`src/hw/uls_map.svh`:
```
// register map, field positions and constants for the upper line status logic
//
// Summary of operation
// - error summary bit sets when a character with an error is stored, clears when none is stored
// - reading line_status clears the error summary bit
// - non-FIFO: transmitter_empty is 1 only with holding and shift registers empty
// - FIFO mode: transmitter_empty is 1 when transmit FIFO and shift register are empty
// - non-FIFO: holding_empty sets when a character moves into the shift register
// - non-FIFO: holding_empty clears in the cycle the host writes a character
// - FIFO mode: holding_empty sets on empty transmit FIFO, clears on any write
// - interrupt request while holding_empty is set and its enable is set
// - break_seen sets after the receive line is low for one whole frame time
// - one break character enters the receive FIFO per break, however long
// - frame_error sets when a received character lacks a valid stop bit
// - FIFO mode: frame_error follows the flag stored with the head character
// - after reset break_seen, frame_error and error summary read 0
`ifndef ULS_MAP_SVH
`define ULS_MAP_SVH

`define ULS_OFF_LINE_STATUS  8'h00
`define ULS_OFF_CONTROL      8'h04
`define ULS_OFF_TX_DATA      8'h08
`define ULS_OFF_RX_DATA      8'h0C
`define ULS_OFF_IRQ_STATUS   8'h10
`define ULS_OFF_IRQ_MASK     8'h14

`define ULS_LS_SUMMARY       7
`define ULS_LS_TX_EMPTY      6
`define ULS_LS_HOLD_EMPTY    5
`define ULS_LS_BREAK         4
`define ULS_LS_FRAME         3

`define ULS_CTL_FIFO_EN      0
`define ULS_CTL_THR_IE       1
`define ULS_CTL_WLEN_LO      2
`define ULS_CTL_PARITY       4
`define ULS_CTL_TWO_STOP     5
`define ULS_CTL_W            6
`define ULS_CTL_RESET        6'h00

`define ULS_IRQ_HOLD         0
`define ULS_IRQ_BREAK        1
`define ULS_IRQ_FRAME        2
`define ULS_IRQ_SUMMARY      3
`define ULS_IRQ_W            4
`define ULS_IRQ_RESET        4'h0

`define ULS_FIFO_DEPTH       16
`define ULS_MIN_DATA_BITS    4'h5

`endif

```
`src/hw/uls_pkg.sv`:
```
// types shared by the upper line status logic
package uls_pkg;

    typedef struct packed {
        logic       brk;
        logic       fe;
        logic       pe;
        logic [7:0] data;
    } uls_rx_entry_type;

    typedef enum logic [1:0] {
        BRK_IDLE,
        BRK_COUNT,
        BRK_HELD
    } uls_brk_state_type;

endpackage

```
`src/hw/uls_rx_if.sv`:
```
// carrier between the status logic and its receive FIFO
`timescale 1ns/1ps
`default_nettype none
interface uls_rx_if;
    import uls_pkg::*;
    logic             push;
    uls_rx_entry_type push_entry;
    logic             pop;
    logic             flush;
    uls_rx_entry_type head;
    logic             empty;
    logic             full;
    logic             head_load;
    logic             err_present;
    logic             err_push;

    modport fifo (input push, push_entry, pop, flush,
                  output head, empty, full, head_load, err_present, err_push);
    modport user (output push, push_entry, pop, flush,
                  input head, empty, full, head_load, err_present, err_push);
endinterface
`default_nettype wire

```
`src/hw/uls_rx_fifo.sv`:
```
// receive FIFO holding each character with its error flags
`timescale 1ns/1ps
`default_nettype none
`include "uls_map.svh"
module uls_rx_fifo
    import uls_pkg::*;
(
    input  wire logic clk,
    input  wire logic rst,
    uls_rx_if.fifo    port
);
    localparam int AW = $clog2(`ULS_FIFO_DEPTH);

    uls_rx_entry_type   mem [`ULS_FIFO_DEPTH];
    logic [AW-1:0]      wr_ptr_reg;
    logic [AW-1:0]      rd_ptr_reg;
    logic [AW:0]        count_reg;
    logic [AW:0]        err_count_reg;
    logic               head_load_reg;
    logic               do_push;
    logic               do_pop;
    logic               push_err;
    logic               pop_err;

    assign do_pop   = port.pop && (count_reg != '0);
    assign do_push  = port.push && (!port.full || do_pop);
    assign push_err = do_push && (port.push_entry.brk || port.push_entry.fe
                                  || port.push_entry.pe);
    assign pop_err  = do_pop && (port.head.brk || port.head.fe || port.head.pe);

    assign port.head        = mem[rd_ptr_reg];
    assign port.empty       = (count_reg == '0);
    assign port.full        = (count_reg == (AW+1)'(`ULS_FIFO_DEPTH));
    assign port.head_load   = head_load_reg;
    assign port.err_present = (err_count_reg != '0);
    assign port.err_push    = push_err;

    always_ff @(posedge clk) begin
        if (do_push) begin
            mem[wr_ptr_reg] <= port.push_entry;
        end
    end

    always_ff @(posedge clk) begin
        if (rst || port.flush) begin
            wr_ptr_reg    <= '0;
            rd_ptr_reg    <= '0;
            count_reg     <= '0;
            err_count_reg <= '0;
        end else begin
            if (do_push) begin
                wr_ptr_reg <= wr_ptr_reg + 1'b1;
            end
            if (do_pop) begin
                rd_ptr_reg <= rd_ptr_reg + 1'b1;
            end
            count_reg     <= count_reg + (AW+1)'(do_push) - (AW+1)'(do_pop);
            err_count_reg <= err_count_reg + (AW+1)'(push_err) - (AW+1)'(pop_err);
        end
    end

    // pulse in the cycle a new character first shows at the head
    always_ff @(posedge clk) begin
        if (rst || port.flush) begin
            head_load_reg <= 1'b0;
        end else begin
            head_load_reg <= do_pop ? ((count_reg > (AW+1)'(1)) || do_push)
                                    : (do_push && (count_reg == '0));
        end
    end
endmodule
`default_nettype wire

```
`src/hw/uls_top.sv`:
```
// upper line status bits of one channel with APB register access
//
// The register offsets and the APB interface to the registers were decided locally.
`timescale 1ns/1ps
`default_nettype none
`include "uls_map.svh"
module uls_top
    import uls_pkg::*;
(
    input  wire logic        clk,
    input  wire logic        rst,
    input  wire logic        psel,
    input  wire logic        penable,
    input  wire logic        pwrite,
    input  wire logic [7:0]  paddr,
    input  wire logic [31:0] pwdata,
    output var  logic [31:0] prdata,
    output var  logic        pready,
    output var  logic        pslverr,
    input  wire logic        rx_line,
    input  wire logic        bit_tick,
    input  wire logic        rx_char_valid,
    input  wire logic [7:0]  rx_char_data,
    input  wire logic        rx_parity_bad,
    input  wire logic        rx_stop_bit,
    output var  logic        tx_write,
    output var  logic [7:0]  tx_data,
    input  wire logic        tx_fifo_empty,
    input  wire logic        tx_shift_load,
    input  wire logic        tx_shift_busy,
    output var  logic        fifo_mode,
    output var  logic        thr_irq,
    output var  logic        irq
);
    // ------------------------------------------------------------
    // bus decode
    // ------------------------------------------------------------
    logic        setup_phase;
    logic        access_done;
    logic        wr_done;
    logic        rd_done;
    logic        addr_hit;
    logic [31:0] rd_value;
    logic [31:0] prdata_reg;
    logic        pslverr_reg;

    assign setup_phase = psel && !penable;
    assign access_done = psel && penable;
    assign wr_done     = access_done && pwrite && !pslverr_reg;
    assign rd_done     = access_done && !pwrite && !pslverr_reg;

    always_comb begin
        case (paddr)
            `ULS_OFF_LINE_STATUS, `ULS_OFF_CONTROL, `ULS_OFF_TX_DATA,
            `ULS_OFF_RX_DATA, `ULS_OFF_IRQ_STATUS, `ULS_OFF_IRQ_MASK: addr_hit = 1'b1;
            default: addr_hit = 1'b0;
        endcase
    end

    // no wait state: data is captured in setup so prdata comes from a flop
    assign pready  = access_done;
    assign prdata  = prdata_reg;
    assign pslverr = access_done && pslverr_reg;

    // ------------------------------------------------------------
    // control and mask registers
    // ------------------------------------------------------------
    logic [`ULS_CTL_W-1:0] control_reg;
    logic [`ULS_IRQ_W-1:0] irq_mask_reg;
    logic                  fifo_en;
    logic                  thr_ie;
    logic [3:0]            frame_bits;

    always_ff @(posedge clk) begin
        if (rst) begin
            control_reg  <= `ULS_CTL_RESET;
            irq_mask_reg <= `ULS_IRQ_RESET;
        end else if (wr_done && paddr == `ULS_OFF_CONTROL) begin
            control_reg  <= pwdata[`ULS_CTL_W-1:0];
        end else if (wr_done && paddr == `ULS_OFF_IRQ_MASK) begin
            irq_mask_reg <= pwdata[`ULS_IRQ_W-1:0];
        end
    end

    assign fifo_en   = control_reg[`ULS_CTL_FIFO_EN];
    assign thr_ie    = control_reg[`ULS_CTL_THR_IE];
    assign fifo_mode = fifo_en;

    // start + data + parity + stop(s)
    assign frame_bits = 4'h2 + `ULS_MIN_DATA_BITS
                      + {2'b00, control_reg[`ULS_CTL_WLEN_LO +: 2]}
                      + {3'b000, control_reg[`ULS_CTL_PARITY]}
                      + {3'b000, control_reg[`ULS_CTL_TWO_STOP]};

    // ------------------------------------------------------------
    // transmit side
    // ------------------------------------------------------------
    logic tx_write_reg;
    logic [7:0] tx_data_reg;
    logic host_tx_wr;
    logic holding_empty_reg;
    logic transmitter_empty;

    assign host_tx_wr = wr_done && paddr == `ULS_OFF_TX_DATA;

    always_ff @(posedge clk) begin
        if (rst) begin
            tx_write_reg <= 1'b0;
            tx_data_reg  <= 8'h00;
        end else begin
            tx_write_reg <= host_tx_wr;
            if (host_tx_wr) begin
                tx_data_reg <= pwdata[7:0];
            end
        end
    end

    assign tx_write = tx_write_reg;
    assign tx_data  = tx_data_reg;

    // a host write clears the bit in its own cycle; a new character then
    // occupies the holding stage, so the write outranks a same-cycle load
    always_ff @(posedge clk) begin
        if (rst) begin
            holding_empty_reg <= 1'b1;
        end else if (host_tx_wr) begin
            holding_empty_reg <= 1'b0;
        end else if (fifo_en) begin
            if (tx_fifo_empty && !tx_write_reg) begin
                holding_empty_reg <= 1'b1;
            end
        end else if (tx_shift_load) begin
            holding_empty_reg <= 1'b1;
        end
    end

    assign transmitter_empty = fifo_en
        ? (tx_fifo_empty && !tx_write_reg && !tx_shift_busy)
        : (holding_empty_reg && !tx_shift_busy);

    assign thr_irq = holding_empty_reg && thr_ie;

    // ------------------------------------------------------------
    // break detection
    // ------------------------------------------------------------
    uls_brk_state_type brk_state_reg;
    logic [3:0]        brk_count_reg;
    logic              brk_event;

    assign brk_event = (brk_state_reg == BRK_COUNT) && bit_tick
                     && (brk_count_reg + 4'h1 == frame_bits) && !rx_line;

    always_ff @(posedge clk) begin
        if (rst) begin
            brk_state_reg <= BRK_IDLE;
            brk_count_reg <= 4'h0;
        end else begin
            case (brk_state_reg)
                BRK_IDLE: begin
                    brk_count_reg <= 4'h0;
                    if (!rx_line) begin
                        brk_state_reg <= BRK_COUNT;
                    end
                end
                BRK_COUNT: begin
                    if (rx_line) begin
                        brk_state_reg <= BRK_IDLE;
                    end else if (brk_event) begin
                        brk_state_reg <= BRK_HELD;
                    end else if (bit_tick) begin
                        brk_count_reg <= brk_count_reg + 4'h1;
                    end
                end
                BRK_HELD: begin
                    // stay until the line returns high: one break per low period
                    if (rx_line) begin
                        brk_state_reg <= BRK_IDLE;
                    end
                end
                default: brk_state_reg <= BRK_IDLE;
            endcase
        end
    end

    // ------------------------------------------------------------
    // receive FIFO feed
    // ------------------------------------------------------------
    uls_rx_if rxq ();
    logic     rx_fe;
    logic     rx_dup_break;
    logic     fifo_en_d_reg;

    uls_rx_fifo u_rx_fifo (
        .clk  (clk),
        .rst  (rst),
        .port (rxq.fifo)
    );

    assign rx_fe = !rx_stop_bit;
    // the receiver also frames the low line as a zero character; drop it
    assign rx_dup_break = (brk_state_reg != BRK_IDLE) && rx_fe
                        && (rx_char_data == 8'h00);

    always_comb begin
        rxq.push       = 1'b0;
        rxq.push_entry = '0;
        if (brk_event) begin
            rxq.push           = 1'b1;
            rxq.push_entry.brk = 1'b1;
            rxq.push_entry.fe  = 1'b1;
        end else if (rx_char_valid && !rx_dup_break) begin
            rxq.push            = 1'b1;
            rxq.push_entry.fe   = rx_fe;
            rxq.push_entry.pe   = rx_parity_bad;
            rxq.push_entry.data = rx_char_data;
        end
    end

    assign rxq.pop = rd_done && paddr == `ULS_OFF_RX_DATA;

    // stale entries would carry flags of the old mode
    always_ff @(posedge clk) begin
        if (rst) begin
            fifo_en_d_reg <= 1'b0;
        end else begin
            fifo_en_d_reg <= fifo_en;
        end
    end

    assign rxq.flush = fifo_en != fifo_en_d_reg;

    // ------------------------------------------------------------
    // line status flags
    // ------------------------------------------------------------
    logic ls_read;
    logic break_seen_reg;
    logic frame_error_reg;
    logic summary_reg;
    logic brk_set;
    logic fe_set;
    logic [7:0] line_status;

    assign ls_read = rd_done && paddr == `ULS_OFF_LINE_STATUS;

    assign brk_set = fifo_en ? (rxq.head_load && rxq.head.brk) : brk_event;
    assign fe_set  = fifo_en ? (rxq.head_load && rxq.head.fe)
                             : (brk_event || (rx_char_valid && rx_fe && !rx_dup_break));

    // a read clears only what it returned; a same-cycle set still wins
    always_ff @(posedge clk) begin
        if (rst) begin
            break_seen_reg  <= 1'b0;
            frame_error_reg <= 1'b0;
            summary_reg     <= 1'b0;
        end else begin
            if (brk_set) begin
                break_seen_reg <= 1'b1;
            end else if (ls_read && prdata_reg[`ULS_LS_BREAK]) begin
                break_seen_reg <= 1'b0;
            end
            if (fe_set) begin
                frame_error_reg <= 1'b1;
            end else if (ls_read && prdata_reg[`ULS_LS_FRAME]) begin
                frame_error_reg <= 1'b0;
            end
            if (rxq.err_push) begin
                summary_reg <= 1'b1;
            end else if (ls_read && prdata_reg[`ULS_LS_SUMMARY]) begin
                summary_reg <= 1'b0;
            end else if (!rxq.err_present) begin
                summary_reg <= 1'b0;
            end
        end
    end

    assign line_status = {summary_reg, transmitter_empty, holding_empty_reg,
                          break_seen_reg, frame_error_reg, 3'b000};

    // ------------------------------------------------------------
    // interrupts
    // ------------------------------------------------------------
    logic [`ULS_IRQ_W-1:0] irq_status_reg;
    logic [`ULS_IRQ_W-1:0] irq_set;
    logic [`ULS_IRQ_W-1:0] irq_clr;
    logic                  hold_empty_d_reg;

    always_ff @(posedge clk) begin
        if (rst) begin
            hold_empty_d_reg <= 1'b1;
        end else begin
            hold_empty_d_reg <= holding_empty_reg;
        end
    end

    assign irq_set[`ULS_IRQ_HOLD]    = holding_empty_reg && !hold_empty_d_reg;
    assign irq_set[`ULS_IRQ_BREAK]   = brk_set;
    assign irq_set[`ULS_IRQ_FRAME]   = fe_set;
    assign irq_set[`ULS_IRQ_SUMMARY] = rxq.err_push;
    assign irq_clr = (wr_done && paddr == `ULS_OFF_IRQ_STATUS)
                   ? pwdata[`ULS_IRQ_W-1:0] : '0;

    always_ff @(posedge clk) begin
        if (rst) begin
            irq_status_reg <= `ULS_IRQ_RESET;
        end else begin
            irq_status_reg <= (irq_status_reg & ~irq_clr) | irq_set;
        end
    end

    assign irq = |(irq_status_reg & irq_mask_reg);

    // ------------------------------------------------------------
    // read data capture
    // ------------------------------------------------------------
    always_comb begin
        rd_value = 32'h0000_0000;
        case (paddr)
            `ULS_OFF_LINE_STATUS: rd_value[7:0] = line_status;
            `ULS_OFF_CONTROL:     rd_value[`ULS_CTL_W-1:0] = control_reg;
            `ULS_OFF_RX_DATA:     rd_value[7:0] = rxq.empty ? 8'h00 : rxq.head.data;
            `ULS_OFF_IRQ_STATUS:  rd_value[`ULS_IRQ_W-1:0] = irq_status_reg;
            `ULS_OFF_IRQ_MASK:    rd_value[`ULS_IRQ_W-1:0] = irq_mask_reg;
            default:              rd_value = 32'h0000_0000;
        endcase
    end

    always_ff @(posedge clk) begin
        if (rst) begin
            prdata_reg  <= 32'h0000_0000;
            pslverr_reg <= 1'b0;
        end else if (setup_phase) begin
            prdata_reg  <= pwrite ? 32'h0000_0000 : rd_value;
            pslverr_reg <= !addr_hit;
        end
    end
endmodule
`default_nettype wire

```
`config.mk`:
```
export PLATFORM = sky130hd
export DESIGN_NAME = uls_top
export DESIGN_NICKNAME = d
export VERILOG_FILES = /design/src/hw/uls_pkg.sv /design/src/hw/uls_rx_if.sv /design/src/hw/uls_rx_fifo.sv /design/src/hw/uls_top.sv
export VERILOG_INCLUDE_DIRS = /design/src /design/src/hw
export SDC_FILE = /design/constraint.sdc
export NUM_CORES = 1
export LEC_CHECK = 0
export BUFFER_PORTS_ARGS = -buffer_cell sky130_fd_sc_hd__buf_2
export CORE_ASPECT_RATIO = 1.2
export CORE_UTILIZATION = 30
export CTS_BUF_LIST = sky130_fd_sc_hd__clkbuf_8
export DETAILED_ROUTE_END_ITERATION = 6
export RECOVER_POWER = 100
export SLEW_MARGIN = 20
export SYNTH_ARGS = -nofsm -noshare
export SYNTH_HDL_FRONTEND = slang
export SYNTH_HIERARCHICAL = 1
export SYNTH_SLANG_ARGS = --single-unit
export TNS_END_PERCENT = 5
```
`constraint.sdc`:
```
create_clock -name clk -period 4.7 [get_ports clk]
set_input_delay 0.94 -clock clk [delete_from_list [all_inputs] [get_ports clk]]
set_output_delay 0.94 -clock clk [all_outputs]
set_load 0.02 [all_outputs]
```
# [Yosys cells after proc, flatten, opt, wreduce, memory -nomap -nowiden]
# Memory sizes are Yosys's and may differ from the RTL's. A register that Yosys moved wholly into a read port is not among the register bits.
# Index checks and enable logic that the tools add are counted.
[totals] reg_bits=87 mem_bits_rw=176 mem_count=1 output_inout_bits=46 wordCells=168 input_bits=61
[op_classes] n_mux=41 addsub=10 n_bitwise=5 reduce_logical=72 eq_ne=18 n_lt_le_gt_ge=1
[memory_table] name="u_rx_fifo.mem" words=16 width=11 read_ports=1 rd_ports_with_merged_regs=1 write_ports=1 line="uls_rx_fifo.sv:14" source="uls_rx_entry_type mem [`ULS_FIFO_DEPTH];"
[op_table] operator="logical AND 1 bit" n=36
[op_table] operator="2-to-1 mux 4 bit" n=6
[op_table] operator="2-to-1 mux 1 bit" n=22
[op_table] operator="one-hot mux 4 bit (5 select lines)" n=1
[op_table] operator="equality test 8 x 4 -> 1 bit (second input constant)" n=2
[op_table] operator="equality test 8 x 5 -> 1 bit (second input constant)" n=2
[op_table] operator="logical NOT 8 bit" n=2
[op_table] operator="2-to-1 mux 8 bit" n=2
[op_table] operator="adder 4 x 1 -> 4 bit (second input constant)" n=3
[op_table] operator="one-hot mux 2 bit (3 select lines)" n=2
[op_table] operator="logical NOT 1 bit" n=11
[op_table] operator="adder 5 x 1 -> 5 bit" n=2
[op_table] operator="2-to-1 mux 10 bit" n=1
[op_table] operator="inequality test 2 bit (second input constant)" n=5
[op_table] operator="nonzero test 5 bit" n=2
[op_table] operator="subtractor 5 x 1 -> 5 bit" n=2
[op_table] operator="2-to-1 mux 9 bit" n=1
[op_table] operator="adder 4 x 1 -> 4 bit" n=2
[op_table] operator="AND 4 bit" n=2
[op_table] operator="equality test 8 x 3 -> 1 bit (second input constant)" n=1
[op_table] operator="logical OR 1 bit" n=8
[op_table] operator="2-to-1 mux 2 bit" n=4
[op_table] operator="one-hot mux 4 bit (2 select lines)" n=1
[op_table] operator="nonzero test 2 bit" n=4
[op_table] operator="21 further kinds" n=23

# [Longest topological paths before layout]
# Gate-level depths: netlist (run 1).
[logic_depth] word_depth=12 depth_mapped=22 ltp_nobuf=21

# [Hierarchy]
# The synthesis (run 1) kept the hierarchy.
[modules_own_cells] mod="uls_rx_fifo" instances=1 cells_each=417 seq_area_each_um2=5745.5 area_per_inst_um2=7995.2
[modules_own_cells] mod="uls_top" instances=1 cells_each=297 seq_area_each_um2=880.8 area_per_inst_um2=2476.1

# [Worst setup path after synthesis (run 1)]
# Ideal clock, no wire load.
[synth_path] kind="register to register" startpoint="register control_reg[2]" endpoint="register u_rx_fifo.err_count_reg[4]" synth_period_minus_slack_ns=4.329 required_ns=4.568 path_slack_ns=0.371 path_stages_with_launch=20 n_path_buf=0 arrival_ns=4.197 setup_time_ns=0.132 cell_sequence="dfxtp_1 > inv_1 > ha_1 > inv_1 > ha_1 > inv_1 > fa_1 > xor2_1 > nand4_1 > o41ai_1 > nor3_1 > nor2_1 > ha_1 > inv_1 > fa_1 > inv_1 > a21oi_1 > nor2_1 > or3_1 > a21oi_1"
[synth_rtl] element="from (decl)" line="uls_top.sv:68" source="logic [`ULS_CTL_W-1:0] control_reg;"
[synth_rtl] element="from (signal assigned)" line="uls_top.sv:76" source="control_reg <= `ULS_CTL_RESET;"
[synth_rtl] element="from (signal assigned)" line="uls_top.sv:79" source="control_reg <= pwdata[`ULS_CTL_W-1:0];"
[synth_rtl] element="to (signal assigned)" line="uls_rx_fifo.sv:58" source="err_count_reg <= err_count_reg + (AW+1)'(push_err) - (AW+1)'(pop_err);"
[synth_rtl] element="to (decl)" line="uls_rx_fifo.sv:18" source="logic [AW:0] err_count_reg;"

# [Worst setup path in the final report (run 1)]
[layout_path] startpoint="register control_reg[5]" endpoint="memory u_rx_fifo/mem[1][10] (netlist bit), enable pin"
[layout_via] elab_chain_cells=8
[layout_rtl] element="adder 4 x 1 -> 4 bit" line="uls_top.sv:90" source="assign frame_bits = 4'h2 + `ULS_MIN_DATA_BITS"
[layout_rtl] element="equality test 4 bit" line="uls_top.sv:151" source="&& (brk_count_reg + 4'h1 == frame_bits) && !rx_line;"
[layout_rtl] element="logical AND 1 bit (2 in series)" line="uls_top.sv:151"
[layout_rtl] element="2-to-1 mux 1 bit" line="uls_top.sv:207" source="if (brk_event) begin"
[layout_rtl] element="via rxq.push" line="uls_rx_if.sv:6" source="logic push;"
[layout_rtl] element="logical AND 1 bit" line="uls_rx_fifo.sv:26" source="assign do_push = port.push && (!port.full || do_pop);"
[layout_rtl] element="2-to-1 mux 1 bit" line="uls_rx_fifo.sv:39" source="if (do_push) begin"
[layout_rtl] element="2-to-1 mux 1 bit (implied by the code)" line="uls_rx_fifo.sv:40" source="mem[wr_ptr_reg] <= port.push_entry;"
[layout_rtl] element="to (decl)" line="uls_rx_fifo.sv:14"
# The timed path passes the listed nets, and every way through them passes these cells.

==> results.md, run 1 <==
* Fmax at 0.229 GHz
* GR Util All Layers at 0.136
* WL final at 23,900 um
* Synthesized area per cell at 14.7 um^2
* Number of max-cap violations at 1
* # diodes at 0
* Area delta synth->final at 15.1%
* Most used cell, CP: inv_1
* Via density at 4.78
* CP max stage delay at 0.52 ns
* Reg power frac at 0.514
* FF-to-FF End: u_rx_fifo/mem[1][10]
* Vias in the first global route at 6,105
* Max reg flops at 176
* Run status: finished, violations left
* Clk network pwr share at 0.397
* Commonest non-fill, non-tap cells in the layout: edfxtp_1, nor2_1, dfxtp_1, clkbuf_1, inv_1
* Post-DP HPWL at 16,300 um
* Final Hold Violating Endpoints at 0
* CTS root buf: clkbuf_8
* Crit Path Category: reg2reg
* Post-CTS Setup Inserts at 0
* Internal Power at 3.57 mW
* NetSw at 1.11 mW
* CTS Hold Bufs at 0
* Critical path peak fanout at 13
* Die Span X at 173 um
* First-pass GRT wire length at 36,400 um
* Clk Latency, worst-skew pair at 0.54 ns
* Number of I/O pins at 107
* Commonest non-fill, non-tap cell in the layout: edfxtp_1
* Crit. End Element: flop
* Non-Filler Instances at 1,310
* Clock buffer depth at 3
* Port Buf Inserts at 58
* FP Rows at 74
* Final setup fails at 0
* Worst-margin pin slew at 1.85 ns
* Initial antenna violation count at 2
* Ys Warns at 6
* Routed Antenna Nets at 0
* Final TNS setup at 0 ns
* Total CTS buffers at 39
* Clock sink count at 243
* RSZ-0062 raised after global routing: no
* Worst hold endpoint: control_reg[2]
* Final period utilization at 0.929
* Dpl cells at 1,238
* Power density cells at 388 nW/um^2
* DRC Markers at 0
* Hold Crit Depth at 2
* Via count at 6,260
* Initial DRT Pass Iterations at 5
* Largest net degree at the start of global routing at 41
* Worst VDD drop at 0.000178 V
* Failing checks: capacitance limit, slew limit
* Count of final max-slew check failures at 41
* Worst EP arrival at 4.55 ns
* Core Footprint at 34,200 um^2
* Hold Crit Class: reg2reg
* CTS tree: yes
* R2R depth at 15
* WP data required at 4.88 ns
* Comb power frac at 0.089
* Reg clk slew, reported paths at 0.06 ns
* Critical Path, Cell by Cell: inv_1, ha_1, inv_1, ha_1, inv_1, fa_1, xor2_1, nand4_1, or3_4, or2_1, nand2_1, o21a_1, nand2_1, nor3_1, clkbuf_2
* Skew final at 0.0215 ns
* H-tree Lvls at 2
* Nets at 910
* HP Start: control_reg[2]
* Post-Synthesis Cells at 713
* Initial core utilization at 0.306
* Post_cts resized at 0
* Slowest CP cell: fa_1
* Crit Reg-Reg Startpoint: control_reg[5]
* GPL Wtd Cong at 0.805
* Die height at 207 um
* Post-synthesis cell area at 10,500 um^2
* Minimum clock period at 4.36 ns
* Layout cell share with drive strength beyond 1 at 0.183
* Leakage at 4.12 nW
* Switching portion of total power at 0.237
* Worst path bufs/invs at 4
* R2R setup slack at 0.34 ns
* Delay-heaviest family, CP: simple AND/OR/NAND/NOR gates
* DR iter-0 viols at 524
* Die area at 35,600 um^2
* Slew HR at -0.237
* Global route overflow at 0
* WL per Instance at 18.2 um
* Worst Setup Start Kind: flop
-- worst max path at each step --
| stage | start | to | slack (ns) | cells past startpoint |
|---|---|---|---|---|
| 6_report | control_reg[5] | u_rx_fifo/mem[1][10] | 0.34 | 15 |
| 5_1_grt | control_reg[5] | u_rx_fifo/mem[1][10] | 0.02 | 15 |
| 4_1_cts | control_reg[5] | u_rx_fifo/err_count_reg[4] | 0.29 | 21 |
| 3_5_place_dp | control_reg[5] | u_rx_fifo/err_count_reg[4] | 0.29 | 21 |
| 3_3_place_gp | control_reg[5] | u_rx_fifo/err_count_reg[4] | 0.32 | 21 |
| 2_1_floorplan | control_reg[2] | u_rx_fifo/err_count_reg[4] | 0.37 | 19 |
-- metrics by stage --
| stage | hold slack, ns | setup slack (ns) | instance area (um^2) | util | power, mW |
|---|---|---|---|---|---|
| 2_1_floorplan | 0.432 | 0.371 | 10600 | - | 2.74 |
| 3_3_place_gp | 0.447 | 0.316 | 11400 | 0.334 | 2.87 |
| 3_5_place_dp | 0.452 | 0.290 | 11400 | 0.334 | 2.88 |
| 4_1_cts | 0.461 | 0.287 | 12200 | 0.357 | 4.74 |
| 5_1_grt | 0.493 | 0.0199 | 12100 | 0.353 | 4.89 |
| 6_report | 0.461 | 0.335 | 12100 | 0.353 | 4.68 |
-- worst register-to-register path, cell delays in order, from the launching register on --
cell and delay [ns]:
dfxtp_1 0.35, inv_1 0.07, ha_1 0.26, inv_1 0.06, ha_1 0.15, inv_1 0.06
fa_1 0.52, xor2_1 0.14, nand4_1 0.14, or3_4 0.49, or2_1 0.28, nand2_1 0.19
o21a_1 0.31, nand2_1 0.20, nor3_1 0.38, clkbuf_2 0.42
-- power groups by stage --
| stage | Clock (mW) | Combinational [mW] | Sequential, mW |
|---|---|---|---|
| 3_3_place_gp | 0 | 0.424 | 2.45 |
| 6_report | 1.86 | 0.417 | 2.40 |
| 4_1_cts | 1.91 | 0.430 | 2.40 |
| 3_5_place_dp | 0 | 0.427 | 2.45 |
| 2_1_floorplan | 0 | 0.305 | 2.44 |
| 5_1_grt | 2.01 | 0.473 | 2.41 |
-- layout make-up --
| cell class | count | area [um^2] |
|---|---|---|
| clock buffers | 41 | 564 |
| clock inverters | 31 | 239 |
| fillers | 3288 | 22100 |
| inverters | 35 | 131 |
| multi-input cells | 405 | 3460 |
| flip-flops and latches | 243 | 6630 |
| well taps | 456 | 571 |
| repair buffers | 99 | 459 |
-- metal layers --
layer  up-vias  global-route usage  part of all wire
met3        43              0.0313             0.056
met1      3122               0.162              0.41
li1       2884                   -                 -
met2       207               0.240              0.51
met4         4              0.0450             0.023
met5         -                   0           0.00096
(Power assumes the default switching activity.)
==> run 2: changes to the inputs <==
CTS_BUF_LIST = not set   (was sky130_fd_sc_hd__clkbuf_8)
==> run 2 against run 1 <==
  * The flow still finishes with violations (capacitance limit, slew limit)
  * Cell count shrank 2.0%
  * Clock-buffer cell count shrank 13
  * Worst setup slack lost 0.042 ns
  * Fmax shrank 0.96%
  * Hold slack gained 0.0018 ns
  * Wire length shrank 0.81%
  * Largest cell class unchanged
  * Combinational power is essentially flat
  * Clock power grew 8%
  * Via count shrank 2.4%
  * Core utilization grew 0.099 points
  * Clock skew shrank 0.011 ns
==> results.md, run 2 (same netlist as run 1, synthesis figures left out) <==
* Initial antenna violation count at 2
* Number of I/O pins at 107
* Final setup fails at 0
* Failing checks: capacitance limit, slew limit
* Die height at 207 um
* Count of final max-slew check failures at 41
* # diodes at 0
* GPL Wtd Cong at 0.805
* Final Core Density at 0.354
* FP Rows at 74
* Design area at 12,100 um^2
* DR iter-0 viols at 473
* Routed Antenna Nets at 0
* Number of max-cap violations at 1
* Critical path peak fanout at 13
* Slew HR at -0.247
* Reg clk slew, reported paths at 0.06 ns
* Nets at 896
* Worst-margin pin slew at 1.87 ns
* Clock buffer depth at 3
* Worst Setup Start Kind: flop
* DP Area at 11,400 um^2
* Final period utilization at 0.938
* GR Util All Layers at 0.133
* Worst VDD drop at 0.000231 V
* RSZ-0062 raised after global routing: no
* Crit Path Category: reg2reg
* WP data required at 4.89 ns
* Run status: finished, violations left
* Dpl cells at 1,238
* Post_cts resized at 0
* Final Hold Violating Endpoints at 0
* Post-DP HPWL at 16,300 um
* First-pass GRT wire length at 36,000 um
* Non-Filler Instances at 1,284
* Crit. End Element: flop
* Max reg flops at 176
* R2R depth at 15
* WL final at 23,700 um
* Die Span X at 173 um
* Die area at 35,600 um^2
* DRC Markers at 0
* Initial core utilization at 0.306
* Via count at 6,107
* Minimum clock period at 4.41 ns
* Commonest non-fill, non-tap cells in the layout: edfxtp_1, nor2_1, dfxtp_1, clkbuf_1, mux4_2
* Leakage at 4.08 nW
* CTS tree: yes
* Largest net degree at the start of global routing at 41
* Total CTS buffers at 25
* Area delta synth->final at 15.5%
* H-tree Lvls at 1
* Fill cells at 3,285
* Via density at 4.76
* Post-CTS Setup Inserts at 0
* Initial DRT Pass Iterations at 5
* Vias in the first global route at 6,008
* Core Footprint at 34,200 um^2
* Hold Crit Depth at 2
* R2R setup slack at 0.29 ns
* Fmax at 0.227 GHz
* Total power at 4.84 mW
* Clock sink count at 243
* Final TNS setup at 0 ns
* Power density cells at 400 nW/um^2
* Layout cell share with drive strength beyond 1 at 0.173
* Port Buf Inserts at 58
* Commonest non-fill, non-tap cell in the layout: edfxtp_1
* Skew final at 0.0105 ns
* Clk Latency, worst-skew pair at 0.53 ns
* CTS Hold Bufs at 0
* WL per Instance at 18.5 um
* Hold Crit Class: reg2reg
* Worst EP arrival at 4.60 ns
* CTS root buf: clkbuf_16
* Global route overflow at 0
==> run 2: changes by cell type in the layout (fill, tap and decap cells not counted), moves of 2 or more <==
cell       change
clkbuf_8      -40
clkbuf_16     +25
inv_1         -10
clkinv_1       -6
clkbuf_1       +2
inv_6          +2
==> run 2: cell type report <==
| cell class | instances | area [um^2] | area share |
|---|---|---|---|
| clock buffer | 28 | 647 | 0.0535 |
| multi-input combinational | 405 | 3450 | 0.286 |
| clock inverter | 18 | 195 | 0.0162 |
| sequential | 243 | 6630 | 0.548 |
| tap | 456 | 571 | 0.0472 |
| timing repair buffer | 99 | 459 | 0.0380 |
| inverter | 35 | 131 | 0.0109 |
==> run 2: metrics by stage <==
stage	hold WS, ns	setup WS [ns]
floorplan	0.432	0.371
finish	0.463	0.293
detailed placement	0.452	0.290
CTS	0.461	0.266
global route	0.492	0.0155
global placement	0.447	0.316
==> run 2: power by group <==
part | internal, mW | switching (mW) | total (mW)
registers | 2.37 | 0.0332 | 2.40
logic | 0.166 | 0.253 | 0.419
clock network | 1.17 | 0.841 | 2.01
total | 3.71 | 1.13 | 4.84
==> run 2: per-layer routing <==
metal	track usage	wire length, um
met5	0	18
met4	0.0341	452
met3	0.0286	1420
met2	0.241	12100
met1	0.161	9720
==> run 2: path summary, 6_finish.rpt <==
kind,start,end
setup / recovery,control_reg[5],u_rx_fifo/mem[1][4]
hold / removal,control_reg[2],control_reg[2]
setup reg to reg,control_reg[5],u_rx_fifo/mem[1][4]
hold reg to reg,control_reg[2],control_reg[2]
==> run 2: worst max-delay path, stage by stage (launching register included) <==
cell and delay [ns]:
dfxtp_1 0.35, inv_1 0.07, ha_1 0.26, inv_1 0.06, ha_1 0.15, inv_1 0.06, fa_1 0.52, xor2_1 0.14
nand4_1 0.14, or3_4 0.49, or2_1 0.28, nand2_1 0.20, o21a_1 0.31, nand2_1 0.20, nor3_1 0.40, clkbuf_2 0.43
